`config.mk`:
```
export PLATFORM = sky130hd
export DESIGN_NAME = npo_ctrl
export DESIGN_NICKNAME = d
export VERILOG_FILES = /design/src/npo_tx_hdr_build.v /design/src/npo_rx_hdr_check.v /design/src/npo_ctrl.v
export VERILOG_INCLUDE_DIRS = /design/src
export SDC_FILE = /design/constraint.sdc
export NUM_CORES = 1
export LEC_CHECK = 0
export BUFFER_PORTS_ARGS = -buffer_cell sky130_fd_sc_hd__buf_4
export CORE_ASPECT_RATIO = 1.4
export CORE_MARGIN = 2
export CORE_UTILIZATION = 54
export DETAILED_ROUTE_END_ITERATION = 8
export PLACE_DENSITY_LB_ADDON = 0.1
export SETUP_SLACK_MARGIN = 0.4
export SYNTH_ARGS = -nofsm -noshare
export SYNTH_HDL_FRONTEND = slang
export SYNTH_SLANG_ARGS = --single-unit
```
`constraint.sdc`:
```
create_clock -name ref_clk -period 3.59 [get_ports ref_clk]
set_input_delay 0.718 -clock ref_clk [delete_from_list [all_inputs] [get_ports ref_clk]]
set_output_delay 0.718 -clock ref_clk [all_outputs]
set_load 0.02 [all_outputs]
```
`src/npo_consts.vh`:
```
// npo_consts.vh: constants for the offload-header driver-side controller
// assumes: included by every design file of the controller, definitions only
`ifndef NPO_CONSTS_VH
`define NPO_CONSTS_VH

// header geometry (12 bytes, little-endian fields)
`define NPO_HDR_BYTES       4'd12
`define NPO_HDR_LAST        4'd11
// header byte positions
`define NPO_B_FLAGS         4'd0
`define NPO_B_KIND          4'd1
`define NPO_B_HLEN          4'd2
`define NPO_B_SEGSZ         4'd4
`define NPO_B_CSTART        4'd6
`define NPO_B_CPOS          4'd8
`define NPO_B_NBUF          4'd10
// flag bits
`define NPO_FLAG_NEEDS_CSUM 8'h01
`define NPO_FLAG_DATA_VALID 8'h02
`define NPO_FLAG_COAL_INFO  8'h04
// segmentation kinds
`define NPO_KIND_NONE       8'h00
`define NPO_KIND_TCP4       8'h01
`define NPO_KIND_UDP        8'h03
`define NPO_KIND_TCP6       8'h04
`define NPO_KIND_CONG_BIT   8'h80
`define NPO_KIND_MASK       8'h7f
// receive buffer minimum sizes
`define NPO_RXBUF_MIN_LARGE 17'd65562
`define NPO_RXBUF_MIN_SMALL 17'd1526
`define NPO_RXBUF_MIN_MERGE 17'd12
// apb register byte offsets
`define NPO_REG_CTRL        8'h00
`define NPO_REG_FEAT        8'h04
`define NPO_REG_TXA         8'h08
`define NPO_REG_TXB         8'h0c
`define NPO_REG_STAT        8'h10
`define NPO_REG_RXA         8'h14
`define NPO_REG_RXB         8'h18
`define NPO_REG_RXC         8'h1c
`define NPO_REG_BUFSZ       8'h20
// feature register bits
`define NPO_F_CSUM          0
`define NPO_F_TX_TCP4       1
`define NPO_F_TX_TCP6       2
`define NPO_F_TX_UDP        3
`define NPO_F_TX_CONG       4
`define NPO_F_RX_TCP4       5
`define NPO_F_RX_TCP6       6
`define NPO_F_RX_UDP        7
`define NPO_F_RX_COAL       8
`define NPO_F_MERGE         9
`define NPO_F_MQ            10
`define NPO_F_GUEST_CSUM    11
`define NPO_FEAT_W          12
// ctrl bits
`define NPO_C_GO            0
`define NPO_C_ECN           1
`define NPO_C_CSUM          2

`endif

```
`src/npo_tx_hdr_build.v`:
```
// npo_tx_hdr_build.v: forms a legal transmit offload header from a software request
// assumes: request fields and features are stable while used; pure logic
`timescale 1ns/1ps
`default_nettype none
`include "npo_consts.vh"

module npo_tx_hdr_build (
  // request
  input  wire [`NPO_FEAT_W-1:0] feat,
  input  wire [7:0]             req_kind,
  input  wire                   req_ecn,
  input  wire                   req_csum,
  input  wire [15:0]            req_hlen,
  input  wire [15:0]            req_segsz,
  input  wire [15:0]            req_cstart,
  input  wire [15:0]            req_cpos,
  // formed header
  output reg  [95:0]            hdr,
  output reg                    bad
);

  reg        seg_any;
  reg        kind_ok;
  reg [7:0]  kind;
  reg [7:0]  flags;

  always @*
  begin
    seg_any = feat[`NPO_F_TX_TCP4] | feat[`NPO_F_TX_TCP6] | feat[`NPO_F_TX_UDP];
    // kinds only when their feature exists
    case (req_kind)
      `NPO_KIND_NONE: kind_ok = 1'b1;
      `NPO_KIND_TCP4: kind_ok = feat[`NPO_F_TX_TCP4];
      `NPO_KIND_TCP6: kind_ok = feat[`NPO_F_TX_TCP6];
      `NPO_KIND_UDP:  kind_ok = feat[`NPO_F_TX_UDP];
      default:        kind_ok = 1'b0;
    endcase
    kind = (kind_ok && seg_any) ? req_kind : `NPO_KIND_NONE;
    // ecn-marked segmented tcp only with the feature, then bit set
    bad = !kind_ok || (req_ecn && kind != `NPO_KIND_NONE && kind != `NPO_KIND_UDP
          && !feat[`NPO_F_TX_CONG]);
    if (req_ecn && feat[`NPO_F_TX_CONG] && kind != `NPO_KIND_NONE)
      kind = kind | `NPO_KIND_CONG_BIT;
    // flags zero without checksum offload; data-valid/coalesce never set
    flags = 8'h00;
    if (feat[`NPO_F_CSUM] && (req_csum || kind != `NPO_KIND_NONE))
      flags = `NPO_FLAG_NEEDS_CSUM; // segmentation forces needs-checksum
    // segmenting needs the checksum flag, which is illegal without offload
    if (!feat[`NPO_F_CSUM] && (req_csum || kind != `NPO_KIND_NONE))
      bad = 1'b1;
    // little-endian layout, buffer count zero on transmit
    hdr = {16'h0000,
           (flags != 8'h00) ? req_cpos   : 16'h0000,
           (flags != 8'h00) ? req_cstart : 16'h0000,
           (kind != `NPO_KIND_NONE) ? req_segsz : 16'h0000,
           seg_any ? req_hlen : 16'h0000,
           kind, flags};
  end

endmodule // npo_tx_hdr_build
`default_nettype wire

```
`src/npo_rx_hdr_check.v`:
```
// npo_rx_hdr_check.v: interprets a received offload header as the driver must
// assumes: header captured whole; pure logic
`timescale 1ns/1ps
`default_nettype none
`include "npo_consts.vh"

module npo_rx_hdr_check (
  // input
  input  wire [`NPO_FEAT_W-1:0] feat,
  input  wire [95:0]            hdr,
  // interpretation
  output reg                    csum_usable,
  output reg                    csum_trusted,
  output reg                    coal_info,
  output reg                    violation
);

  reg [7:0]  flags;
  reg [7:0]  kind;
  reg [15:0] nbuf;

  always @*
  begin
    flags = hdr[7:0];
    kind  = hdr[15:8] & `NPO_KIND_MASK;
    nbuf  = hdr[95:80];
    coal_info    = (flags & `NPO_FLAG_COAL_INFO) != 8'h00;
    // begin/position only meaningful without coalesce info
    csum_usable  = ((flags & `NPO_FLAG_NEEDS_CSUM) != 8'h00) && !coal_info;
    csum_trusted = (flags & (`NPO_FLAG_NEEDS_CSUM | `NPO_FLAG_DATA_VALID)) != 8'h00;
    violation = 1'b0;
    if (!feat[`NPO_F_MERGE] && nbuf != 16'h0001)
      violation = 1'b1;
    if (feat[`NPO_F_MERGE] && nbuf == 16'h0000)
      violation = 1'b1;
    if (!feat[`NPO_F_GUEST_CSUM] && flags != 8'h00)
      violation = 1'b1;
    if (coal_info && !feat[`NPO_F_RX_COAL])
      violation = 1'b1;
    case (kind)
      `NPO_KIND_NONE: violation = violation;
      `NPO_KIND_TCP4: violation = violation | !feat[`NPO_F_RX_TCP4];
      `NPO_KIND_TCP6: violation = violation | !feat[`NPO_F_RX_TCP6];
      `NPO_KIND_UDP:  violation = violation | !feat[`NPO_F_RX_UDP];
      default:        violation = 1'b1;
    endcase
  end

endmodule // npo_rx_hdr_check
`default_nettype wire

```
`src/npo_ctrl.v`:
```
// npo_ctrl.v: driver-side offload header controller (apb slave for software,
// byte streams toward the device's transmit and receive queues)
// assumes: one 20 MHz clock, device streams on the same clock, header first
// Operation
// - transmit header buffer count written as zero
// - without checksum offload all flags cleared; checksum requests refused
// - segmentation kind used only when its host feature exists
// - ecn segmented tcp only with congestion feature, then ecn bit set
// - begin and position passed through only with needs-checksum
// - no host segmentation features means kind none always
// - segmenting sets needs-checksum and fills segment payload size
// - header-length hint filled when any host segmentation feature exists
// - data-valid and coalesce-info flags never set on transmit
// - posted buffers at least 65562 or 1526 bytes without merging
// - with merging every buffer at least header sized
// - multi-queue: post buffers on every used receive queue (one queue's buffer size checked here; mq bit not acted on)
//
// The register offsets and the APB register port are this design's own decisions.
`timescale 1ns/1ps
`default_nettype none
`include "npo_consts.vh"

module npo_ctrl (
  // clock, reset, enable
  input  wire        ref_clk,
  input  wire        sys_rst,
  input  wire        clk_en,
  // apb slave
  input  wire        psel,
  input  wire        penable,
  input  wire        pwrite,
  input  wire [7:0]  paddr,
  input  wire [31:0] pwdata,
  output reg  [31:0] prdata,
  output wire        pready,
  output wire        pslverr,
  // transmit byte stream to device
  output reg  [7:0]  tx_data,
  output reg         tx_valid,
  output reg         tx_last,
  input  wire        tx_ready,
  // receive byte stream from device
  input  wire [7:0]  rx_data,
  input  wire        rx_valid,
  input  wire        rx_last,
  output wire        rx_ready,
  // receive buffer posting check
  output reg         rxbuf_ok
);

  localparam [3:0] ST_IDLE = 4'b0001;
  localparam [3:0] ST_HDR  = 4'b0010;
  localparam [3:0] ST_PAY  = 4'b0100;
  localparam [3:0] ST_DONE = 4'b1000;

  reg  [`NPO_FEAT_W-1:0] feat;
  reg  [7:0]             req_kind;
  reg                    req_ecn;
  reg                    req_csum;
  reg  [15:0]            req_hlen;
  reg  [15:0]            req_segsz;
  reg  [15:0]            req_cstart;
  reg  [15:0]            req_cpos;
  reg  [15:0]            pay_len;
  reg  [16:0]            bufsz;
  reg  [3:0]             tx_state;
  reg  [15:0]            tx_cnt;
  reg  [95:0]            tx_hdr;
  reg                    tx_bad;
  reg                    tx_done;
  reg  [95:0]            rx_hdr;
  reg  [3:0]             rx_idx;
  reg                    rx_in_hdr;
  reg                    rx_hdr_done;
  reg  [16:0]            rx_len;
  reg                    rx_over;
  reg                    rx_viol;
  wire [95:0]            built_hdr;
  wire                   built_bad;
  wire                   csum_usable;
  wire                   csum_trusted;
  wire                   coal_info;
  wire                   hdr_viol;
  wire                   wr_en;
  wire                   seg_rx;

  // apb: zero-wait, every access completes in its access phase
  assign pready  = 1'b1;
  assign pslverr = 1'b0;
  assign wr_en   = clk_en && psel && penable && pwrite;
  assign rx_ready = clk_en;
  assign seg_rx = feat[`NPO_F_RX_TCP4] | feat[`NPO_F_RX_TCP6] | feat[`NPO_F_RX_UDP];

  function [7:0] hdr_byte;
    input [95:0] h;
    input [3:0]  i;
    begin
      hdr_byte = h[{i, 3'b000} +: 8];
    end
  endfunction

  npo_tx_hdr_build u_build (
    .feat       (feat),
    .req_kind   (req_kind),
    .req_ecn    (req_ecn),
    .req_csum   (req_csum),
    .req_hlen   (req_hlen),
    .req_segsz  (req_segsz),
    .req_cstart (req_cstart),
    .req_cpos   (req_cpos),
    .hdr        (built_hdr),
    .bad        (built_bad)
  );

  npo_rx_hdr_check u_check (
    .feat         (feat),
    .hdr          (rx_hdr),
    .csum_usable  (csum_usable),
    .csum_trusted (csum_trusted),
    .coal_info    (coal_info),
    .violation    (hdr_viol)
  );

  // register writes
  always @(posedge ref_clk)
  begin
    if (sys_rst)
    begin
      feat       <= {`NPO_FEAT_W{1'b0}};
      req_kind   <= `NPO_KIND_NONE;
      req_ecn    <= 1'b0;
      req_csum   <= 1'b0;
      req_hlen   <= 16'h0000;
      req_segsz  <= 16'h0000;
      req_cstart <= 16'h0000;
      req_cpos   <= 16'h0000;
      pay_len    <= 16'h0000;
      bufsz      <= 17'h00000;
    end
    else if (wr_en)
    begin
      case (paddr)
        `NPO_REG_CTRL:
        begin
          req_ecn  <= pwdata[`NPO_C_ECN];
          req_csum <= pwdata[`NPO_C_CSUM];
          req_kind <= pwdata[15:8];
          pay_len  <= pwdata[31:16];
        end
        `NPO_REG_FEAT:  feat <= pwdata[`NPO_FEAT_W-1:0];
        `NPO_REG_TXA:
        begin
          req_hlen  <= pwdata[15:0];
          req_segsz <= pwdata[31:16];
        end
        `NPO_REG_TXB:
        begin
          req_cstart <= pwdata[15:0];
          req_cpos   <= pwdata[31:16];
        end
        `NPO_REG_BUFSZ: bufsz <= pwdata[16:0];
        default: bufsz <= bufsz;
      endcase
    end
  end

  // posted buffer size
  // one receive queue served here; with mq each used queue gets this same
  always @(posedge ref_clk)
  begin
    if (sys_rst)
      rxbuf_ok <= 1'b0;
    else if (clk_en)
    begin
      if (feat[`NPO_F_MERGE])
        rxbuf_ok <= bufsz >= `NPO_RXBUF_MIN_MERGE;
      else if (seg_rx)
        rxbuf_ok <= bufsz >= `NPO_RXBUF_MIN_LARGE;
      else
        rxbuf_ok <= bufsz >= `NPO_RXBUF_MIN_SMALL;
    end
  end

  // transmit: header bytes first, little-endian, then payload count
  always @(posedge ref_clk)
  begin
    if (sys_rst)
    begin
      tx_state <= ST_IDLE;
      tx_cnt   <= 16'h0000;
      tx_hdr   <= 96'h0;
      tx_bad   <= 1'b0;
      tx_done  <= 1'b0;
      tx_data  <= 8'h00;
      tx_valid <= 1'b0;
      tx_last  <= 1'b0;
    end
    else if (clk_en)
    begin
      case (tx_state)
        ST_IDLE:
        begin
          if (wr_en && paddr == `NPO_REG_CTRL && pwdata[`NPO_C_GO])
          begin
            tx_done  <= 1'b0;
            tx_state <= ST_DONE;
          end
        end
        ST_DONE:
        begin
          // one cycle after go so built header sees the new request
          tx_hdr <= built_hdr;
          tx_bad <= built_bad;
          if (built_bad)
          begin
            tx_done  <= 1'b1;  // refused, nothing sent
            tx_state <= ST_IDLE;
          end
          else
          begin
            tx_data  <= hdr_byte(built_hdr, 4'd0);
            tx_valid <= 1'b1;
            tx_last  <= 1'b0;
            tx_cnt   <= 16'h0000;
            tx_state <= ST_HDR;
          end
        end
        ST_HDR:
        begin
          if (tx_ready)
          begin
            if (tx_cnt[3:0] == `NPO_HDR_LAST)
            begin
              tx_cnt   <= 16'h0000;
              tx_data  <= 8'h00;
              tx_last  <= (pay_len == 16'h0001);
              tx_valid <= (pay_len != 16'h0000);
              tx_state <= (pay_len != 16'h0000) ? ST_PAY : ST_IDLE;
              tx_done  <= (pay_len == 16'h0000);
            end
            else
            begin
              tx_cnt  <= tx_cnt + 16'h0001;
              tx_data <= hdr_byte(tx_hdr, tx_cnt[3:0] + 4'd1);
            end
          end
        end
        ST_PAY:
        begin
          // payload is a counting pattern; real data path lies beyond this block
          if (tx_ready)
          begin
            if (tx_last)
            begin
              tx_valid <= 1'b0;
              tx_last  <= 1'b0;
              tx_done  <= 1'b1;
              tx_state <= ST_IDLE;
            end
            else
            begin
              tx_cnt  <= tx_cnt + 16'h0001;
              tx_data <= tx_cnt[7:0] + 8'h01;
              tx_last <= (tx_cnt + 16'h0002 == pay_len);
            end
          end
        end
        default: tx_state <= ST_IDLE;
      endcase
    end
  end

  // receive: capture header from first buffer only, then count frame
  always @(posedge ref_clk)
  begin
    if (sys_rst)
    begin
      rx_hdr      <= 96'h0;
      rx_idx      <= 4'h0;
      rx_in_hdr   <= 1'b1;
      rx_hdr_done <= 1'b0;
      rx_len      <= 17'h00000;
      rx_over     <= 1'b0;
      rx_viol     <= 1'b0;
    end
    else if (clk_en && rx_valid)
    begin
      if (rx_in_hdr)
      begin
        rx_hdr[{rx_idx, 3'b000} +: 8] <= rx_data;
        rx_idx <= rx_idx + 4'h1;
        if (rx_idx == `NPO_HDR_LAST)
        begin
          rx_in_hdr   <= 1'b0;
          rx_hdr_done <= 1'b1;
          rx_len      <= 17'h00000;
        end
      end
      else
      begin
        rx_len <= rx_len + 17'h00001;
        // frame bound
        if (rx_len + 17'h00001 + {13'h0, `NPO_HDR_BYTES} >
            (seg_rx ? `NPO_RXBUF_MIN_LARGE : `NPO_RXBUF_MIN_SMALL))
          rx_over <= 1'b1;
      end
      if (rx_last)
      begin
        rx_in_hdr <= 1'b1;
        rx_idx    <= 4'h0;
      end
    end
    else if (clk_en && rx_hdr_done)
    begin
      // feature-consistency check on received header
      rx_viol <= hdr_viol;
    end
  end

  // register reads
  always @*
  begin
    case (paddr)
      `NPO_REG_CTRL:  prdata = {pay_len, req_kind, 5'h00, req_csum, req_ecn, 1'b0};
      `NPO_REG_FEAT:  prdata = {20'h0, feat};
      `NPO_REG_TXA:   prdata = {req_segsz, req_hlen};
      `NPO_REG_TXB:   prdata = {req_cpos, req_cstart};
      `NPO_REG_STAT:  prdata = {22'h0, rxbuf_ok, rx_over, rx_viol, coal_info,
                                csum_trusted, csum_usable, rx_hdr_done, tx_bad,
                                tx_done, (tx_state != ST_IDLE)};
      `NPO_REG_RXA:   prdata = rx_hdr[31:0];
      `NPO_REG_RXB:   prdata = rx_hdr[63:32];
      `NPO_REG_RXC:   prdata = rx_hdr[95:64];
      `NPO_REG_BUFSZ: prdata = {15'h0, bufsz};
      default:        prdata = 32'h0;
    endcase
  end

endmodule // npo_ctrl
`default_nettype wire

```
== Word level (Yosys, flattened, before mapping) ==
Index checks and enable logic that the tools add are counted.

* Bitwise operators: 9
* Muxes and demuxes: 65
* $add $sub $neg: 8
* Shift operators: 3
* Magnitude comparators: 4
* Eq/ne operators: 34
* Reductions and logical operators: 63

{| class="wikitable"
|+ Operator list
! cell !! count
|-
| 32-bit case mux with 9 select lines || 1
|-
| 16-bit two-way mux || 9
|-
| 96-bit bitwise mux || 1
|-
| 8-bit by 9-bit variable shift with 96-bit output (first input constant) || 1
|-
| 8-bit by 9-bit variable part select with 96-bit output || 1
|-
| 96-bit by 8-bit variable part select with 8-bit output || 1
|-
| 8-bit two-way mux || 7
|-
| 17-bit two-way mux || 3
|-
| 16-bit case mux with 3 select lines || 1
|-
| 8-bit nonzero test || 5
|-
| 8-bit by 5-bit == test with 1-bit output (second input constant) || 4
|-
| 16-bit zero test || 2
|-
| 4-bit two-way mux || 7
|-
| 1-bit two-way mux || 27
|-
| 8-bit zero test || 3
|-
| 8-bit case mux with 3 select lines || 1
|-
| 1-bit logical AND || 20
|-
| 2-bit AND reduction || 10
|-
| 6-bit AND reduction || 3
|-
| 17-bit by 1-bit adder with 17-bit output (second input constant) || 1
|-
| 17-bit by 4-bit adder with 17-bit output (second input constant) || 1
|-
| 17-bit by 11-bit greater-or-equal comparator with 1-bit output (second input constant) || 1
|-
| 17-bit greater-or-equal comparator (second input constant) || 1
|-
| 17-bit by 4-bit greater-or-equal comparator with 1-bit output (second input constant) || 1
|-
| other kinds (41) || 74
|}

* Input port bits: 57
* Output and inout port bits: 46
* Logic and storage cells: 212
* Bits in registers: 353

== Depth between registers and ports, before layout ==
Gate-level depths: netlist (run 1).

* Depth after elaboration: 13
* Depth in mapped cells: 16

== Modules after synthesis ==
A second synthesis (run 1) with hierarchy kept.

* Cell total of the unflattened synthesis: 2295
* Area, all modules: 18751.7 µm²

{| class="wikitable"
|+ Modules (own cells, without submodules)
! module !! seq. area each (µm²) !! times used !! area an instance (µm²) !! cells an instance
|-
| npo_ctrl || 7387.1 || 1 || 17638.2 || 2148
|-
| npo_tx_hdr_build || 0.0 || 1 || 955.9 || 124
|-
| npo_rx_hdr_check || 0.0 || 1 || 157.7 || 23
|}

== Worst setup path after synthesis (run 1) ==
No wires, ideal clock.

* Path type: input to output
* Start: input paddr[5]
* End: output prdata[20]
* Data required time: 2.872 ns
* Buffers on the path: 2
* Stages: 6
* Setup slack: 0.446 ns
* Arrival: 2.426 ns
* Cell sequence: or4b_2 nor3_2 buf_2 buf_2 a22oi_1 nand3_1

* Word-level cells in the longest chain between the ends: 2
* Elaborated cells on any way between the ends: 10
* Classes of those cells: eq/ne: 8; mux: 1; reduce/logical: 1

{| class="wikitable"
|+ Ends and longest elaborated chain
! element !! line !! source
|-
| start: declaration || npo_ctrl.v:32 || <nowiki>input wire [7:0] paddr,</nowiki>
|-
| 8-bit by 6-bit == test with 1-bit output, or another cell as far along || npo_ctrl.v:323 || <nowiki>case (paddr)</nowiki>
|-
| 32-bit case mux with 9 select lines (*) || npo_ctrl.v:323 ||
|-
| end: declaration || npo_ctrl.v:34 || <nowiki>output reg [31:0] prdata,</nowiki>
|}

Mark *: on every way between the ends. The rest lies on a longest branch, timed or not.

== Final worst setup path (run 1) ==
* Start: input paddr[5]
* End: output prdata[5]

The elaborated chain is that of the path after synthesis.

==> metrics list, run 1 <==
- The flow ran to the end, and the final reports show no timing, DRC or antenna violations.
* Post-Syn Area per Cell: 7.85 um2
- Power per cell area: around 420 nW/um2
- Clock root buffer: sky130_fd_sc_hd__clkbuf_16
- CTS tree: done
- The floorplan has 76 rows.
- Number of different library cells in the post-synthesis netlist: 81
- Peak supply drop: 0.397 mV
- Flip-flop and latch count after synthesis: 346
- The initial antenna violation count is 0.
- After layout, the design draws a total of 8.02 mW.
* Number of buffers inserted during clock tree synthesis: 37
* Maximum number of pins on one net before global-route repair: around 200
- In the final layout, the share of cells above drive strength 1 is 0.119.
- Overall die height: 212 um
- Clock network fraction of total power: 0.488
- Derived from the worst setup path, the maximum achievable clock frequency is 320 MHz.
- Setup repair after global routing could not meet its margin everywhere.
* CTS H-Tree Depth: 2
- Headroom to the max-slew limit came out at 0.391.
- Worst min path class: reg -> reg
- In the final routed layout, each cell accounts on average for 21.6 um.
- For the pin with the worst max-slew slack, the measured transition is 0.914 ns.
* CTS Buffer Depth: 3
* Final hold violation count: 0
- After clock tree synthesis, the clock-pin slew on the worst setup and hold paths is 0.06 ns.
* Area after detailed placement: 17700 um2
- Share of total power in sequential cells: 0.480
- Final worst setup slack: about 0.47 ns
* Max Transition Viols Final: 0
- CTS saw approximately 350 sinks.
* Async set-or-reset flop fraction in the synthesized netlist: 0
- Final Util: 0.624
* Fraction of the cycle the final worst path needs: 0.870
- The via count of the first global-routing pass is 15105.
- For flop-to-flop paths, the worst setup slack is 0.53 ns.
- For this run, the total global-route usage over all layers was measured as 0.334.
- The final layout contains routed wiring with a total length of 55400 um.
- Capturing element type of the critical path: output pin
- Most frequent cells after synthesis: sky130_fd_sc_hd__nand2_1 (393), sky130_fd_sc_hd__dfxtp_1 (346), sky130_fd_sc_hd__a21oi_1 (249), sky130_fd_sc_hd__nor2_1 (238), sky130_fd_sc_hd__clkbuf_1 (137)
- Worst slack after detailed placement: 0.0946 ns
- Post-DP HPWL: 39100 um
- Final setup violation count: 0
- The share of total power dissipated in combinational logic is 0.031.
* Fill cells: 2771
- In this run the remaining antenna-violating nets after routing total 0.
* Vias: approximately 16000
- Synth warn: 0
* Area of the mapped netlist: 16700 um2
- Counting every net in the synthesized netlist gives 2198.
- Across the run, the number of max-cap violations was 0.
- EDFF count, synth: 0
- Leakage power figure: a little under 7 nW
- In the synthesized netlist the dominant register cell turns out to be sky130_fd_sc_hd__dfxtp_1.
- After technology mapping, the gate count stands at 2124.
* Endpoint arrival time on the critical path: 2.41 ns
* Switching power as a share of total power: 0.222
- Setup total negative slack: 0 ns
* Initial Util: 0.544
* Area share of the largest cell type after synthesis: 0.416
* Total inserted antenna cells: 0
- Detail-routed via count per cell: 6.29
* Minimum clock period: 3.12 ns
- IO Pins: 103
- The first global-routing pass estimated 85900 um of wire.
- Number of buffers inserted by hold repair at cts: 0
- In this run the worst path has a maximum fanout of 16.
* Die span in x: 152 um
- Cell type with the highest aggregate area in the netlist: sky130_fd_sc_hd__dfxtp_1
* Die footprint: 32300 um2
- Starting DRC count in detailed routing: 1692
- Final layout net count: 2228
- The finished cells cover 19100 um2.
- During placement, the flow inserted port buffers numbering 100.
* Clock latency of the later-clocked register in the worst-skew pair: about 0.54 ns
- Yosys instantiated no cell more often than sky130_fd_sc_hd__nand2_1.
- The setup path with the least slack is of type in -> out.
* DRC: 0
- On the final layout, the worst clock skew is 0.0234 ns.
* Placeable Area: 30600 um2
- Cell internal power was estimated by the tool at about 6.2 mW.
- At the worst endpoint, the required time is 2.87 ns.
* Last weighted congestion value of the routability-driven placer: just under 0.9
- Sw Pwr: 1.78 mW
- Of the synthesized area, sequential elements account for 0.416.
* Aggregate global routing overflow: 0
* Syn-to-layout area delta: 14.6%
* Critical Path Source Type: input pin
- After synthesis, the cell types taking the most area are sky130_fd_sc_hd__dfxtp_1 (42%), sky130_fd_sc_hd__nand2_1 (8.9%), sky130_fd_sc_hd__a21oi_1 (7.5%).
* Drt pass-1 iters: 9
-- placed cells by master, fill, tap and decap left out, types with 8 or more instances in the layout --
| cell type | n |
|---|---|
| sky130_fd_sc_hd__a211oi_1 | 11 |
| sky130_fd_sc_hd__a21oi_1 | 249 |
| sky130_fd_sc_hd__a222oi_1 | 9 |
| sky130_fd_sc_hd__a22oi_1 | 115 |
| sky130_fd_sc_hd__a2bb2oi_1 | 37 |
| sky130_fd_sc_hd__a31oi_1 | 8 |
| sky130_fd_sc_hd__and2_1 | 19 |
| sky130_fd_sc_hd__and3_1 | 17 |
| sky130_fd_sc_hd__buf_12 | 8 |
| sky130_fd_sc_hd__buf_4 | 142 |
| sky130_fd_sc_hd__clkbuf_16 | 39 |
| sky130_fd_sc_hd__dfxtp_1 | 341 |
| sky130_fd_sc_hd__ha_1 | 15 |
| sky130_fd_sc_hd__inv_1 | 19 |
| sky130_fd_sc_hd__mux2i_1 | 62 |
| sky130_fd_sc_hd__mux4_2 | 8 |
| sky130_fd_sc_hd__nand2_1 | 392 |
| sky130_fd_sc_hd__nand3_1 | 87 |
| sky130_fd_sc_hd__nand4_1 | 19 |
| sky130_fd_sc_hd__nor2_1 | 234 |
| sky130_fd_sc_hd__nor2b_1 | 12 |
| sky130_fd_sc_hd__nor3_1 | 66 |
| sky130_fd_sc_hd__nor4_1 | 20 |
| sky130_fd_sc_hd__o21ai_0 | 33 |
| sky130_fd_sc_hd__xnor2_1 | 30 |
| sky130_fd_sc_hd__xor2_1 | 14 |
-- state kept, by name, summed over array words and instances (netlist names), 12 cells and up --
| signal | cells |
|---|---|
| rx_len | 17 |
| feat | 12 |
| bufsz | 17 |
| req_cstart | 16 |
| tx_hdr | 73 |
| req_segsz | 16 |
| req_hlen | 16 |
| rx_hdr | 96 |
| tx_cnt | 16 |
| req_cpos | 16 |
| pay_len | 16 |
-- cell type report --
class                      count  area, um2  share of cell area
tap                          390        488              0.0256
timing repair buffer         152       1270              0.0664
sequential                   346       6940               0.363
multi-input combinational   1597       9090               0.476
inverter                      20       75.1             0.00393
clock inverter                13        154             0.00806
clock buffer                  50       1080              0.0564
-- routing by layer --
| layer | vias up | routed length, um | track usage | share of wire |
|---|---|---|---|---|
| li1 | 7579 | - | - | - |
| met5 | - | 0 | 0 | 0 |
| met2 | 741 | 26400 | 0.566 | 0.48 |
| met1 | 7684 | 22400 | 0.430 | 0.40 |
| met4 | 0 | 2140 | 0.133 | 0.039 |
| met3 | 139 | 4410 | 0.0487 | 0.080 |
-- critical path, cell delays in order --
cell and delay [ns]:
sky130_fd_sc_hd__buf_4 0.12, sky130_fd_sc_hd__or4b_4 0.58, sky130_fd_sc_hd__nor3_4 0.25, sky130_fd_sc_hd__buf_4 0.18, sky130_fd_sc_hd__buf_16 0.16, sky130_fd_sc_hd__a22oi_1 0.08
sky130_fd_sc_hd__nand3_1 0.15, sky130_fd_sc_hd__buf_4 0.17
-- logic make-up after synthesis --
family,count (synthesis),share of synthesized area
AND/OR/NAND/NOR,929,0.249
AO/OA/AOI/OAI,529,0.203
flip-flops,346,0.416
buffers and inverters,181,0.0443
multiplexers,70,0.0480
XOR/XNOR,48,0.0261
adder cells (fa/ha/maj),19,0.0140
other,2,0.000451
-- path summary, 6_finish.rpt --
kind	depth (start not counted)	to	start
worst max-delay path	8	prdata[5]	paddr[5]
worst min-delay path	2	tx_hdr[8]	tx_hdr[8]
worst max register to register	14	rx_over	rx_len[1]
worst min register to register	2	tx_hdr[8]	tx_hdr[8]
-- power groups by stage --
stage          Combinational (mW)  Sequential, mW  Clock [mW]
2_1_floorplan               0.113            3.93           0
3_3_place_gp                0.245            3.94           0
3_5_place_dp                0.246            3.94           0
4_1_cts                     0.248            3.85        3.95
5_1_grt                     0.267            3.85        4.11
6_report                    0.252            3.85        3.92
-- metrics by stage --
step / hold WS [ns] / std cells
after floorplan: 0.427 / 2124
after global placement: 0.436 / 2500
after detailed placement: 0.442 / 2500
after CTS: 0.438 / 2565
after global routing: 0.446 / 2568
final: 0.447 / 2568
-- what timing repair did --
| item | in CTS | in global routing |
|---|---|---|
| pin swaps | 1 | 5 |
| resized for setup | 6 | 14 |
| cloned | 1 | 0 |
| setup buffers | 1 | 3 |
| setup endpoints to repair | 23 | 21 |
No activity file was read; power rests on OpenSTA's default activity.
==> inputs of run 2 (changes only) <==
- clock period: 3.59 -> 3 ns (I/O delays scaled with it)
==> metrics list, run 2 (same netlist as run 1, synthesis figures left out) <==
* Run status: finished clean (unchanged)
- The number of max-capacitance violations reported is 0 (unchanged).
* Total Power Consumption: 9.35 mW (was 8.02 mW)
- Detail-routed via count per cell: 6.36 (was 6.29)
* Final layout net count: 2256 (was 2228)
- The net switching power is 2.14 mW (was 1.78 mW).
* Worst slew margin: 0.424 (was 0.391)
- The effective utilization at floorplan came to 0.544 (unchanged).
- The cell-internal power is 7.21 mW (was 6.24 mW).
- Most common cell after layout, fill and taps aside: sky130_fd_sc_hd__nand2_1 (unchanged)
- The worst setup skew after layout was 0.0238 ns (was 0.0234 ns).
- Fraction of the cycle the final worst path needs: 0.965
- Capturing element type of the critical path: output pin (unchanged)
- RSZ-0062 raised after global routing: yes (unchanged).
- Maximum number of pins on one net before global-route repair: 154 (was 197)
- Max Transition Viols Final: 0 (unchanged)
* Worst min path class: in -> reg (was reg -> reg)
- Required @ worst endpoint: 2.40 ns (was 2.87 ns)
- The final routed wire length divided by cell count was 22.4 um (was 21.6 um).
- The total setup violations reported at the end of the flow came to 0 (unchanged).
- First-pass GRT wire length: 87100 um (was 85900 um)
* Largest register FFs: 96 (unchanged)
* Endpoint arrival time on the critical path: 2.30 ns (was 2.41 ns)
* Crit-path slowest cell: sky130_fd_sc_hd__or4b_4 (unchanged)
* Clock network fraction of total power: 0.473 (was 0.488)
- DRC: 0 (unchanged)
* FP Rows: 76 (unchanged)
* # clock sinks: 346 (unchanged)
* Drt pass-1 iters: 6 (was 9)
- Total inserted antenna cells: 0 (unchanged)
- Max frequency: 345 MHz
* Highest fanout seen on the critical path: 8 (was 16)
* Starting DRC count in detailed routing: 1756 (was 1692)
- Most used cells in the layout excluding fill and tap cells: sky130_fd_sc_hd__nand2_1 (383), sky130_fd_sc_hd__dfxtp_1 (339), sky130_fd_sc_hd__a21oi_1 (247) (was sky130_fd_sc_hd__nand2_1 (392), sky130_fd_sc_hd__dfxtp_1 (341), sky130_fd_sc_hd__a21oi_1 (249)).
- The kind of cell adding the most delay to the critical path is simple AND/OR/NAND/NOR gates (unchanged).
- GRT Overall Usage: 0.341 (was 0.334)
* Peak supply drop: 0.471 mV (was 0.397 mV)
* Placeable Area: 30600 um2 (unchanged)
- The total overflow reported by the global router came to 0 (unchanged).
* Final instance area: 19900 um2 (was 19100 um2)
- The number of standard cells in the final layout excluding fillers was 2596 (was 2568).
* Routed WL: 58100 um (was 55400 um)
* Number of cells in the design after placement: 2517 (was 2500)
* Part of the total power dissipated in combinational logic: 0.034 (was 0.031)
- Post-DP HPWL: 40200 um (was 39100 um)
* Hold Slack: 0.340 ns (was 0.447 ns)
* CTS tree: done (unchanged)
- Buffers added on ports: 100 (unchanged)
- Clock root buffer: sky130_fd_sc_hd__clkbuf_16 (unchanged)
- The proportion of power drawn by flip-flops and latches was 0.493 (was 0.480).
- The top-level I/O count came to 103 (unchanged).
* Share of layout cells above drive strength 1: 0.165 (was 0.119)
* Final Util: 0.650 (was 0.624)
- Critical Path Source Type: input pin (unchanged)
- Switching power as a share of total power: 0.229 (was 0.222)
- CTS H-Tree Depth: 2 (unchanged)
* Leakage power figure: 7.16 nW (was 6.86 nW)
* Syn-to-layout area delta: 19.3% (was 14.6%)
* Last weighted congestion value of the routability-driven placer: 0.989 (was 0.895)
* Kind of critical path: in -> out (unchanged)
- Cell chain of the critical path: buf_6 > or4b_4 > nor3_4 > buf_4 > buf_6 > clkbuf_16 > a222oi_1 > nand3_1 > buf_6 (was buf_4 > or4b_4 > nor3_4 > buf_4 > buf_16 > a22oi_1 > nand3_1 > buf_4)
- Minimum clock period: 2.90 ns
* Antenna Nets Post-Route: 0 (unchanged)
* Clock transition at path regs: 0.06 ns (about the same)
- CP Buf/Inv Count: 5 (was 4)
- The most used cell along the critical path is sky130_fd_sc_hd__buf_6 (was sky130_fd_sc_hd__buf_4).
- The total power density per cell area is 470 nW/um2 (was 420 nW/um2).
- The via total after detailed routing is 16508 (was 16143).
- The longest individual stage delay on the worst path was 0.58 ns (about the same).
- Tightest Pin Transition: 0.863 ns (was 0.914 ns)
* Number of buffers inserted during clock tree synthesis: 36 (was 37)
* Clock latency of the later-clocked register in the worst-skew pair: 0.54 ns (about the same)
- CTS Buffer Depth: 3 (unchanged)
- The die outline height was 212 um (unchanged).
- Area after detailed placement: 18000 um2 (was 17700 um2)
- Register bank with the most flops: rx_hdr (unchanged)
* Vias in the first global route: 15179 (was 15105)
- The count of final hold-check violations is 0 (unchanged).
- The initial antenna violation count was 0 (unchanged).
- Largest registers: rx_hdr x96, tx_hdr x73 (unchanged)
- Die span in x: 152 um (unchanged)
* Number of buffers inserted by hold repair at cts: 0 (unchanged)
* Die footprint: 32300 um2 (unchanged)
## run 2: layout make-up
cell class | instances | area (um2)
Timing Repair Buffer | 181 | 1720
Clock buffer | 45 | 986
Clock inverter | 17 | 155
Fill cell | 2681 | 10700
Sequential cell | 346 | 6940
Tap cell | 390 | 488
Multi-Input combinational cell | 1597 | 9520
Inverter | 20 | 75.1
## run 2: worst reg2reg max path, stage by stage, from the launching register on
cell	delay, ns
sky130_fd_sc_hd__dfxtp_1	0.40
sky130_fd_sc_hd__buf_4	0.21
sky130_fd_sc_hd__nand4_1	0.20
sky130_fd_sc_hd__nor3_2	0.23
sky130_fd_sc_hd__buf_4	0.15
sky130_fd_sc_hd__and2_1	0.19
sky130_fd_sc_hd__and3_4	0.21
sky130_fd_sc_hd__xnor2_1	0.14
sky130_fd_sc_hd__xnor2_1	0.10
sky130_fd_sc_hd__ha_1	0.30
sky130_fd_sc_hd__nand3_1	0.10
sky130_fd_sc_hd__nor4_2	0.22
sky130_fd_sc_hd__nor2_1	0.06
sky130_fd_sc_hd__o21ai_1	0.12
sky130_fd_sc_hd__o211ai_1	0.09
## run 2: timing repair
item | 4_1_cts | 5_1_grt
resized for setup | 17 | 102
pin swaps | 10 | 52
gates cloned | 1 | 4
buffers inserted | 5 | 7
setup endpoints to repair | 53 | 150
## run 2: through the flow
step	setup slack [ns]	setup TNS [ns]
after floorplan	0.216	0
after global placement	0.116	0
after detailed placement	0.0722	0
after CTS	0.165	0
after global routing	-0.0679	-0.0679
final	0.104	0
## run 2: path summary, 6_finish.rpt
| check | start | endpoint | slack [ns] | cells past startpoint |
|---|---|---|---|---|
| setup reg to reg | rx_len[2] | rx_over | 0.15 | 14 |
| hold / removal | pwdata[25] | req_segsz[9] | 0.34 | 3 |
| setup / recovery | paddr[5] | prdata[15] | 0.10 | 9 |
| hold reg to reg | tx_hdr[17] | tx_hdr[17] | 0.45 | 2 |
## run 2: power by group through the flow
stage / clock, mW / sequential (mW) / combinational (mW)
floorplan: 0 / 4.71 / 0.137
global placement: 0 / 4.71 / 0.300
detailed placement: 0 / 4.71 / 0.300
CTS: 4.46 / 4.61 / 0.301
global route: 4.64 / 4.61 / 0.329
finish: 4.42 / 4.61 / 0.316
## run 2: routing by layer
metal	wire [um]	global-route usage	vias to the layer above
met5	0	0	-
li1	-	-	7615
met3	4720	0.0520	180
met4	3110	0.168	0
met2	27400	0.565	768
met1	22900	0.436	7945
==> inputs of run 3 (changes only) <==
- SETUP_SLACK_MARGIN: 0.4 -> not set
==> metrics list, run 3 (same netlist as run 1, synthesis figures left out) <==
* Run status: finished clean (unchanged)
* Crit-path slowest cell: sky130_fd_sc_hd__nor4_1 (was sky130_fd_sc_hd__or4b_4)
- The horizontal extent of the die came to 152 um (unchanged).
- The maximum clock frequency was 343 MHz (was 345 MHz).
- The clock sink count came to 346 (unchanged).
- Placeable Area: 30600 um2 (unchanged)
* Clock latency of the later-clocked register in the worst-skew pair: 0.54 ns (about the same)
* First-pass GRT wire length: 85500 um (was 87100 um)
- The number of flip-flops in the largest register is 96 (unchanged).
- Tightest Pin Transition: 0.902 ns (was 0.863 ns)
- The layout cell share with drive strength beyond 1 came to 0.137 (was 0.165).
- Endpoint arrival time on the critical path: 2.31 ns (was 2.30 ns)
- Layout Skew: 0.0254 ns (was 0.0238 ns)
- The placed wire-length estimate after detailed placement was 39600 um (was 40200 um).
* Clock root buffer: sky130_fd_sc_hd__clkbuf_16 (unchanged)
* Vias in the first global route: 15250 (was 15179)
- The number of buffers added by the clock tree synthesis step is 36 (unchanged).
- The max-slew violation count was 0 (unchanged).
- The total power consumption of the routed design is 9.49 mW (was 9.35 mW).
* Capturing element type of the critical path: output pin (unchanged)
* Leakage power figure: 7.04 nW (was 7.16 nW)
* Final layout net count: 2264 (was 2256)
* Die footprint: 32300 um2 (unchanged)
- Delay-heaviest family, CP: simple AND/OR/NAND/NOR gates (unchanged)
- The deepest level of the CTS H-tree came to 2 (unchanged).
- Critical Path Source Type: input pin (unchanged)
- The number of design-rule violations left by the first detailed-router iteration was 1786 (was 1756).
- Syn-to-layout area delta: 16.5% (was 19.3%)
- The die outline height came to 212 um (unchanged).
- Largest registers: rx_hdr x96, tx_hdr x73 (unchanged)
- The total power density per cell area was 489 nW/um2 (was 470 nW/um2).
- The worst hold-check path type is in -> reg (unchanged).
- Detail-routed via count per cell: 6.28 (was 6.36)
- Highest fanout seen on the critical path: 10 (was 8)
- The initial antenna violation count was 0 (unchanged).
* GRT Overall Usage: 0.331 (was 0.341)
- CTS tree: done (unchanged)
- The top-level I/O count is 103 (unchanged).
- Register bank with the most flops: rx_hdr (unchanged)
- Vias: 16349 (was 16508)
- The share of the clock period used by the worst path is 0.971 (was 0.965).
* CP max stage delay: 0.63 ns (was 0.58 ns)
* Initial Util: 0.544 (unchanged)
- Final setup violation count: 0 (unchanged)
* CP Buf/Inv Count: 3 (was 5)
- Worst slew margin: 0.397 (was 0.424)
* Kind of critical path: in -> out (unchanged)
- Cell chain of the critical path: buf_4 > nor4_1 > nor2b_1 > buf_4 > nor2b_1 > a211oi_1 > nand3_1 > buf_4 (was buf_6 > or4b_4 > nor3_4 > buf_4 > buf_6 > clkbuf_16 > a222oi_1 > nand3_1 > buf_6)
- Number of buffers inserted by hold repair at cts: 0 (unchanged)
- Required @ worst endpoint: 2.40 ns (about the same)
- The total wire length is 55600 um (was 58100 um).
- Clock transition at path regs: 0.06 ns (about the same)
- Most used cells in the layout excluding fill and tap cells: sky130_fd_sc_hd__nand2_1 (392), sky130_fd_sc_hd__dfxtp_1 (338), sky130_fd_sc_hd__a21oi_1 (247) (was sky130_fd_sc_hd__nand2_1 (383), sky130_fd_sc_hd__dfxtp_1 (339), sky130_fd_sc_hd__a21oi_1 (247))
- FP Rows: 76 (unchanged)
- Hold Slack: 0.331 ns (was 0.340 ns)
- Fill cells: 2788 (was 2681)
* DRC: 0 (unchanged)
- The final routed wire length divided by cell count came to 21.4 um (was 22.4 um).
- Aggregate global routing overflow: 0 (unchanged)
* Maximum number of pins on one net before global-route repair: 124 (was 154)
- The leading cell type in the layout, fill and taps excluded is sky130_fd_sc_hd__nand2_1 (unchanged).
* Drt pass-1 iters: 7 (was 6)
* Final hold violation count: 0 (unchanged)
* Last weighted congestion value of the routability-driven placer: 0.957 (was 0.989)
- The most used cell along the critical path is sky130_fd_sc_hd__buf_4 (was sky130_fd_sc_hd__buf_6).
- Buffers added on ports: 100 (unchanged)
- The final critical delay including setup and external delays came to 2.91 ns (was 2.90 ns).
* Peak supply drop: 0.414 mV (was 0.471 mV)
- The largest buffer count on any clock path is 3 (unchanged).
* Antenna Nets Post-Route: 0 (unchanged)
* Maxcap violations: 0 (unchanged)
==> run 3: cell count changes in the layout (fill, tap and decap cells not counted), sizes merged <==
cell and delta:
clkbuf -3, buf +11, inv -1, diode +1
bufinv +2, clkinvlp -6, clkinv +2
==> run 3: cell type report <==
type,instances,area [um2],share of cell area
Clock buffer,45,996,0.0513
Timing Repair Buffer,189,1610,0.0829
Multi-Input combinational cell,1597,9130,0.470
Sequential cell,346,6940,0.358
Clock inverter,14,170,0.00876
Inverter,20,75.1,0.00387
Antenna cell,1,2.50,0.000129
Tap cell,390,488,0.0251
==> run 3: tightest hold or removal path, cell delays in order <==
cell and delay (ns):
sky130_fd_sc_hd__buf_4 0.12, sky130_fd_sc_hd__nand2_1 0.05, sky130_fd_sc_hd__a21oi_1 0.05
==> run 3: metrics by stage <==
step | area [um2] | utilization | cells | worst slack [ns] | TNS, ns
2_1_floorplan | 16700 | - | 2124 | 0.0115 | 0
3_3_place_gp | 18100 | 0.591 | 2534 | -0.0657 | -0.449
3_5_place_dp | 18100 | 0.591 | 2534 | -0.102 | -1.24
4_1_cts | 19300 | 0.631 | 2597 | 0.0170 | 0
5_1_grt | 19400 | 0.634 | 2601 | -0.0600 | -0.0600
6_report | 19400 | 0.634 | 2602 | 0.0857 | 0
==> run 3: final timing paths <==
| kind | start | endpoint | slack [ns] | cells after the start |
|---|---|---|---|---|
| max | paddr[1] | prdata[0] | 0.09 | 8 |
| min | pwdata[28] | pay_len[12] | 0.33 | 3 |
| max reg2reg | rx_len[0] | rx_over | 0.14 | 16 |
| min reg2reg | tx_hdr[23] | tx_hdr[23] | 0.45 | 2 |
==> run 3: power by group <==
part / switching, mW / leakage (nW) / internal [mW] / total (mW)
logic: 0.216 / 3.67 / 0.0960 / 0.312
registers: 0.00926 / 2.79 / 4.60 / 4.61
clock network: 1.89 / 0.585 / 2.68 / 4.57
==> run 3: per-layer routing <==
layer  vias to the layer above  track usage  wire length, um
met4                         0        0.143             2480
met3                       156       0.0444             4440
li1                       7655            -                -
met5                         -            0                0
met1                      7806        0.428            22300
met2                       732        0.557            26400
==> run 3: repair_timing <==
item / 4_1_cts / 5_1_grt
setup endpoints to repair: 24 / 1
gates resized for setup: 6 / 23
buffers inserted: 4 / 4
pin swaps: 2 / 12
gates cloned: 0 / 0
